$ cat config.mk
export PLATFORM = sky130hd
export DESIGN_NAME = ipe_store
export DESIGN_NICKNAME = d
export VERILOG_FILES = /design/src/pkg/ipe_pkg.sv /design/src/design/ipe_channel.sv /design/src/design/ipe_store.sv
export SDC_FILE = /design/constraint.sdc
export NUM_CORES = 1
export LEC_CHECK = 0
export ABC_AREA = 0
export BUFFER_PORTS_ARGS = -buffer_cell sky130_fd_sc_hd__clkbuf_2
export CORE_MARGIN = 4
export CORE_UTILIZATION = 35
export DETAILED_ROUTE_END_ITERATION = 8
export PLACE_DENSITY = 0.52
export SYNTH_ARGS = -nofsm -noshare
export SYNTH_HDL_FRONTEND = slang
export SYNTH_SLANG_ARGS = --single-unit
$ cat constraint.sdc
create_clock -name sys_clk -period 7 [get_ports sys_clk]
set_input_delay 1.4 -clock sys_clk [delete_from_list [all_inputs] [get_ports sys_clk]]
set_output_delay 1.4 -clock sys_clk [all_outputs]
set_load 0.05 [all_outputs]
$ cat src/pkg/ipe_pkg.sv
/*
  Package for the increment prediction error store: word byte offsets, field layout,
  reset values and the weighted-average shift.
  Assumes a plain strobe register port with 32-bit words and one-cycle read data.
*/
// Notes on behaviour
// - The trigger word keeps the signed 24-bit error of the last simple prediction in bits 8 to 31.
// - The trigger average word keeps a signed 24-bit weighted average of prediction errors.
// - The trigger average updates only while the trigger synced flag is one.
// - After an unexpected missing trigger event the trigger average skips exactly one update.
// - The state word keeps the signed 24-bit error of the last prediction in bits 8 to 31.
// - The state average word keeps a signed 24-bit weighted average of prediction errors.
// - The state average updates only while the state synced flag is one.
// - After an unexpected missing state event the state average skips exactly one update.
// - The computed trigger duration prediction goes into bits 8 to 31 of its word.
// - The computed state duration prediction goes into bits 8 to 31 of its word.
// - Bits 0 to 7 of every word read as zero and software writes zero there.
package ipe_pkg;
  localparam int IPE_ADDR_W = 5;
  localparam int IPE_VAL_W = 24;
  localparam int IPE_FIELD_LSB = 8;
  localparam logic [IPE_ADDR_W-1:0] IPE_TRIG_ERR_LAST_OFS = 5'h00;
  localparam logic [IPE_ADDR_W-1:0] IPE_TRIG_ERR_AVG_OFS = 5'h04;
  localparam logic [IPE_ADDR_W-1:0] IPE_STATE_ERR_LAST_OFS = 5'h08;
  localparam logic [IPE_ADDR_W-1:0] IPE_STATE_ERR_AVG_OFS = 5'h0C;
  localparam logic [IPE_ADDR_W-1:0] IPE_TRIG_CUR_PREDICT_OFS = 5'h10;
  localparam logic [IPE_ADDR_W-1:0] IPE_STATE_CUR_PREDICT_OFS = 5'h14;
  localparam logic [IPE_VAL_W-1:0] IPE_VAL_RST = 24'h00_0000;
  localparam logic [31:0] IPE_RDATA_RST = 32'h0000_0000;
  localparam int IPE_AVG_SHIFT = 3;
endpackage : ipe_pkg

$ cat src/design/ipe_channel.sv
/*
  One input channel: last error, weighted average error and current duration
  prediction, with software overwrite.
  Assumes calc strobes come from loop arithmetic on the same clock.
*/
`timescale 1ns/1ps
module ipe_channel
  import ipe_pkg::*;
#(
  parameter int VAL_W = IPE_VAL_W,
  parameter int AVG_SHIFT = IPE_AVG_SHIFT
)
(
  input wire logic sys_clk,
  input wire logic rst_b,
  input wire logic incr_done,
  input wire logic signed [VAL_W-1:0] err_in,
  input wire logic synced_flag,
  input wire logic missing_evt,
  input wire logic predict_valid,
  input wire logic [VAL_W-1:0] predict_in,
  input wire logic wr_err,
  input wire logic wr_avg,
  input wire logic wr_pred,
  input wire logic [VAL_W-1:0] wr_val,
  output logic signed [VAL_W-1:0] err_last,
  output logic signed [VAL_W-1:0] err_avg,
  output logic [VAL_W-1:0] cur_predict,
  output logic skip_pending
);
  logic signed [VAL_W-1:0] err_next;
  logic signed [VAL_W-1:0] avg_next;
  logic [VAL_W-1:0] pred_next;
  logic skip_next;
  logic signed [VAL_W:0] diff;

  always_comb
  begin
    err_next = err_last;
    avg_next = err_avg;
    pred_next = cur_predict;
    skip_next = skip_pending;
    diff = {err_in[VAL_W-1], err_in} - {err_avg[VAL_W-1], err_avg};
    if (wr_err)
      err_next = wr_val;
    if (wr_avg)
      avg_next = wr_val;
    if (wr_pred)
      pred_next = wr_val;
    if (incr_done)
      err_next = err_in;
    if (missing_evt)
      skip_next = 1'b1;
    if (incr_done && synced_flag)
    begin
      // A miss on this very increment is the one skip, so nothing stays armed
      skip_next = 1'b0;
      if (!skip_pending && !missing_evt)
        avg_next = err_avg + VAL_W'(diff >>> AVG_SHIFT);
    end
    if (predict_valid)
      pred_next = predict_in;
  end

  always_ff @(posedge sys_clk)
  begin
    if (!rst_b)
    begin
      err_last <= IPE_VAL_RST;
      err_avg <= IPE_VAL_RST;
      cur_predict <= IPE_VAL_RST;
      skip_pending <= 1'b0;
    end
    else
    begin
      err_last <= err_next;
      err_avg <= avg_next;
      cur_predict <= pred_next;
      skip_pending <= skip_next;
    end
  end
endmodule : ipe_channel

$ cat src/design/ipe_store.sv
/*
  Result word store for trigger and state inputs of the phase-locked loop,
  with a strobe register port.
  Assumes the loop arithmetic drives calc strobes and values on sys_clk.
*/
`timescale 1ns/1ps
module ipe_store
  import ipe_pkg::*;
(
  input wire logic sys_clk,
  input wire logic rst_b,
  input wire logic [IPE_ADDR_W-1:0] reg_addr,
  input wire logic [31:0] reg_wdata,
  input wire logic reg_wr,
  input wire logic reg_rd,
  output logic [31:0] reg_rdata,
  input wire logic trig_incr_done,
  input wire logic [IPE_VAL_W-1:0] trig_err_in,
  input wire logic trig_synced_flag,
  input wire logic trig_missing_evt,
  input wire logic trig_predict_valid,
  input wire logic [IPE_VAL_W-1:0] trig_predict_in,
  input wire logic state_incr_done,
  input wire logic [IPE_VAL_W-1:0] state_err_in,
  input wire logic state_synced_flag,
  input wire logic state_missing_evt,
  input wire logic state_predict_valid,
  input wire logic [IPE_VAL_W-1:0] state_predict_in,
  output logic [IPE_VAL_W-1:0] trig_cur_predict,
  output logic [IPE_VAL_W-1:0] state_cur_predict
);
  logic [IPE_VAL_W-1:0] trig_err_last;
  logic [IPE_VAL_W-1:0] trig_err_avg;
  logic [IPE_VAL_W-1:0] trig_pred;
  logic [IPE_VAL_W-1:0] state_err_last;
  logic [IPE_VAL_W-1:0] state_err_avg;
  logic [IPE_VAL_W-1:0] state_pred;
  logic [IPE_VAL_W-1:0] wr_val;
  logic [31:0] rdata_next;
  logic [IPE_VAL_W-1:0] trig_pred_reg;
  logic [IPE_VAL_W-1:0] state_pred_reg;

  ////////////////////////////////////////////////////////////////////////////
  // reserved bits dropped
  assign wr_val = reg_wdata[IPE_FIELD_LSB +: IPE_VAL_W];

  ipe_channel u_trig (
    .sys_clk(sys_clk),
    .rst_b(rst_b),
    .incr_done(trig_incr_done),
    .err_in(trig_err_in),
    .synced_flag(trig_synced_flag),
    .missing_evt(trig_missing_evt),
    .predict_valid(trig_predict_valid),
    .predict_in(trig_predict_in),
    .wr_err(reg_wr && reg_addr == IPE_TRIG_ERR_LAST_OFS),
    .wr_avg(reg_wr && reg_addr == IPE_TRIG_ERR_AVG_OFS),
    .wr_pred(reg_wr && reg_addr == IPE_TRIG_CUR_PREDICT_OFS),
    .wr_val(wr_val),
    .err_last(trig_err_last),
    .err_avg(trig_err_avg),
    .cur_predict(trig_pred),
    .skip_pending()
  );

  ipe_channel u_state (
    .sys_clk(sys_clk),
    .rst_b(rst_b),
    .incr_done(state_incr_done),
    .err_in(state_err_in),
    .synced_flag(state_synced_flag),
    .missing_evt(state_missing_evt),
    .predict_valid(state_predict_valid),
    .predict_in(state_predict_in),
    .wr_err(reg_wr && reg_addr == IPE_STATE_ERR_LAST_OFS),
    .wr_avg(reg_wr && reg_addr == IPE_STATE_ERR_AVG_OFS),
    .wr_pred(reg_wr && reg_addr == IPE_STATE_CUR_PREDICT_OFS),
    .wr_val(wr_val),
    .err_last(state_err_last),
    .err_avg(state_err_avg),
    .cur_predict(state_pred),
    .skip_pending()
  );

  ////////////////////////////////////////////////////////////////////////////
  // Read mux; unmapped words read zero
  always_comb
  begin
    rdata_next = IPE_RDATA_RST;
    if (reg_rd)
    begin
      unique case (reg_addr)
        IPE_TRIG_ERR_LAST_OFS: rdata_next = {trig_err_last, 8'h00};
        IPE_TRIG_ERR_AVG_OFS: rdata_next = {trig_err_avg, 8'h00};
        IPE_STATE_ERR_LAST_OFS: rdata_next = {state_err_last, 8'h00};
        IPE_STATE_ERR_AVG_OFS: rdata_next = {state_err_avg, 8'h00};
        IPE_TRIG_CUR_PREDICT_OFS: rdata_next = {trig_pred, 8'h00};
        IPE_STATE_CUR_PREDICT_OFS: rdata_next = {state_pred, 8'h00};
        default: rdata_next = IPE_RDATA_RST;
      endcase
    end
  end

  always_ff @(posedge sys_clk)
  begin
    if (!rst_b)
    begin
      reg_rdata <= IPE_RDATA_RST;
      trig_pred_reg <= IPE_VAL_RST;
      state_pred_reg <= IPE_VAL_RST;
    end
    else
    begin
      reg_rdata <= rdata_next;
      trig_pred_reg <= trig_pred;
      state_pred_reg <= state_pred;
    end
  end

  assign trig_cur_predict = trig_pred_reg;
  assign state_cur_predict = state_pred_reg;
endmodule : ipe_store

==> reports/metrics.csv <==
metric,value,unit
number_of_antenna_violations_at_the_first_check_in_global_routing,3,
synth-main-ff-cell,dfxtp_1,
synth.top_cells.by_area,"dfxtp_1 32%, ha_1 9.0%, a21oi_1 7.8%",
syn_avg_cell_area,8.20,um^2
gp_congestion,0.884,
netlist-cell-type-count,79,
postSynthRegisterBits,218,
whs,0.477,ns
netlist_top_cells_count,"242 x nor2_1, 218 x dfxtp_1, 212 x a21oi_1",
final-max-slew-violation-count,0,
critical_path.endpoint,u_state.err_avg[21],
post-layout-total-power,3.75,mW
fin_cells,2358,
detail_route.wirelength,48100,um
leakagePower,6.97,nW
routed-via-count,12600,
finalSetupViolations,0,
drt_pass1_iterations,7,
initialDrtViolationCount,777,
worst_slew_margin_relative_to_its_limit,0.171,
worst_clock_skew,0.0268,ns
run_status,finished clean,
hold_violations,0,
synth.top_cell.area_share,0.319,
cts_hold_buf,0,
peakVddDrop,0.000164,V
routedWlPerCell,20.4,um
worstPathMaxFanout,6,
grt_first_pass_wirelength,72300,um
detail_route.vias_per_cell,5.36,
power_density_cells,235,nW/um^2
power.switching,1.23,mW
grt_start_max_net_pins,132,
fp.dieH,206,um
timing_worst_slew_pin_value,1.24,ns
totalNegativeSetupSlack,0,ns
yosys_warnings,0,
post-synth-top-count-cell,nor2_1,
path_class,in2reg,
maxCapViolations,0,
timing.critical_path.required,7.44,ns
hpwlAfterDp,34700,um
netlist_area,13700,um^2
timing.final.crit_period,5.25,ns
via_count_of_the_first_global_routing_pass,12100,
io_buffers,208,
root_buffer,clkbuf_16,
crit_path_start_kind,primary input,
placement.cell_area,15100,um^2
ctsResizeCount,0,
synth_seq_area_share,0.319,
grt_overflow,0,
start_point_of_the_worst_hold_path,u_trig.cur_predict[14],
worstRegToRegCells,21,
layout_area_growth_over_synthesis,16.8,%
internal-power,2.52,mW
switching_share,0.329,
cts_post_setup_buffers_inserted,0,
drive_gt1_frac,0.187,
clock_tree.htree_level_count,1,
startpoint,state_err_in[2],
worst_hold_path_type,reg2reg,
placementRows,72,
reg2reg_to,u_state.err_avg[21],
dr_drc_count,0,
grt.total_usage,0.219,
crit_path_end_kind,register,
power.share.sequential,0.360,
combinational_group_share_of_total_power,0.258,
numClockSinks,218,
fmax_achieved,190,MHz
clk_path_buf_depth,3,
insertion_delay,0.57,ns
unrepaired_setup_endpoints_after_global_routing,no,
async_flop_share,0,
worst_ep_arrival_time,5.70,ns
timing.final.crit_share,0.751,
r2r_setup_slack,2.28,ns
synth_top_area_cell,dfxtp_1,
placeableCoreArea,38600,um^2
synth_enable_flop_cells,0,
tritoncts_clock_tree,done,
clock_power_share,0.382,
io_pins,225,
tritoncts.num_buffers,27,
clk_pin_slew,0.06,ns
ant_nets,0,
postSynthCellCount,1667,
num-nets-final,2063,
die_w,206,um
die-area,42300,um^2
initial_core_util,0.354,
final_area,16000,um^2
critical_path.reg2reg.startpoint,u_state.err_avg[2],
place.detailed.instances,2307,
-- layout by cell type (no fill, tap or decap), types with 52 or more instances in the layout --
cell type	n
a21oi_1	212
dfxtp_1	218
nand3_1	58
inv_1	61
mux2i_1	88
ha_1	98
nor2_1	242
nand2_1	118
clkbuf_2	208
and2_1	52
-- how the worst min path moves through the flow --
stage,end,depth (start not counted)
2_1_floorplan,reg_rdata[31],2
3_3_place_gp,trig_cur_predict[14],1
3_5_place_dp,trig_cur_predict[1],1
6_report,trig_cur_predict[14],1
5_1_grt,trig_cur_predict[3],1
4_1_cts,trig_cur_predict[5],1
-- layer usage --
layer	up-vias	track usage	wire, um
met2	432	0.353	21500
met4	4	0.0742	1860
met3	90	0.0403	3390
li1	6193	-	-
met5	-	0	26
met1	5929	0.296	21300
-- power by group through the flow --
stage / clock (mW) / sequential (mW) / combinational [mW]
3_3_place_gp: 0 / 1.38 / 0.948
5_1_grt: 1.51 / 1.36 / 1.07
6_report: 1.43 / 1.35 / 0.966
4_1_cts: 1.46 / 1.35 / 0.965
2_1_floorplan: 0 / 1.40 / 0.687
3_5_place_dp: 0 / 1.38 / 0.959
-- cell families (layout without fill, tap and decap cells) --
logic type,Yosys count,count (layout),share of synthesized area
fa+ha+maj,100,100,0.0926
other cells,1,9,0.000274
simple gates,537,537,0.180
compound gates,449,449,0.221
mux,115,115,0.0866
buf+inv,169,334,0.0508
xor+xnor,78,78,0.0505
flops,218,218,0.319
-- through the flow --
| step | setup WS, ns | utilization |
|---|---|---|
| after floorplan | 1.67 | - |
| after global placement | 1.28 | 0.390 |
| after detailed placement | 1.24 | 0.390 |
| after CTS | 1.80 | 0.413 |
| after global routing | 1.30 | 0.413 |
| final | 1.75 | 0.413 |
-- worst max-delay path, stage by stage --
cell and delay, ns:
clkbuf_2 0.13, ha_1 0.32, a21oi_1 0.18, o21ai_2 0.14
a21o_1 0.23, a21oi_1 0.43, a21oi_1 0.19, a21oi_1 0.39
nor2b_1 0.09, nor2_1 0.13, xnor2_1 0.11, ha_1 0.39
and3_1 0.24, nand2_1 0.09, o211ai_1 0.22, a31oi_2 0.08
o21a_1 0.22, o21ai_1 0.22, xor2_1 0.19, nor2_1 0.06
a211oi_1 0.25
-- area by class of cell --
class | instances | area [um^2]
Antenna cell | 1 | 2.50
Clock buffer | 31 | 701
Clock inverter | 19 | 198
Fill cell | 3951 | 22700
Inverter | 64 | 245
Multi-Input combinational cell | 1287 | 8680
Sequential cell | 218 | 4360
Tap cell | 518 | 648
Timing Repair Buffer | 220 | 1130
(Power assumes the default switching activity.)
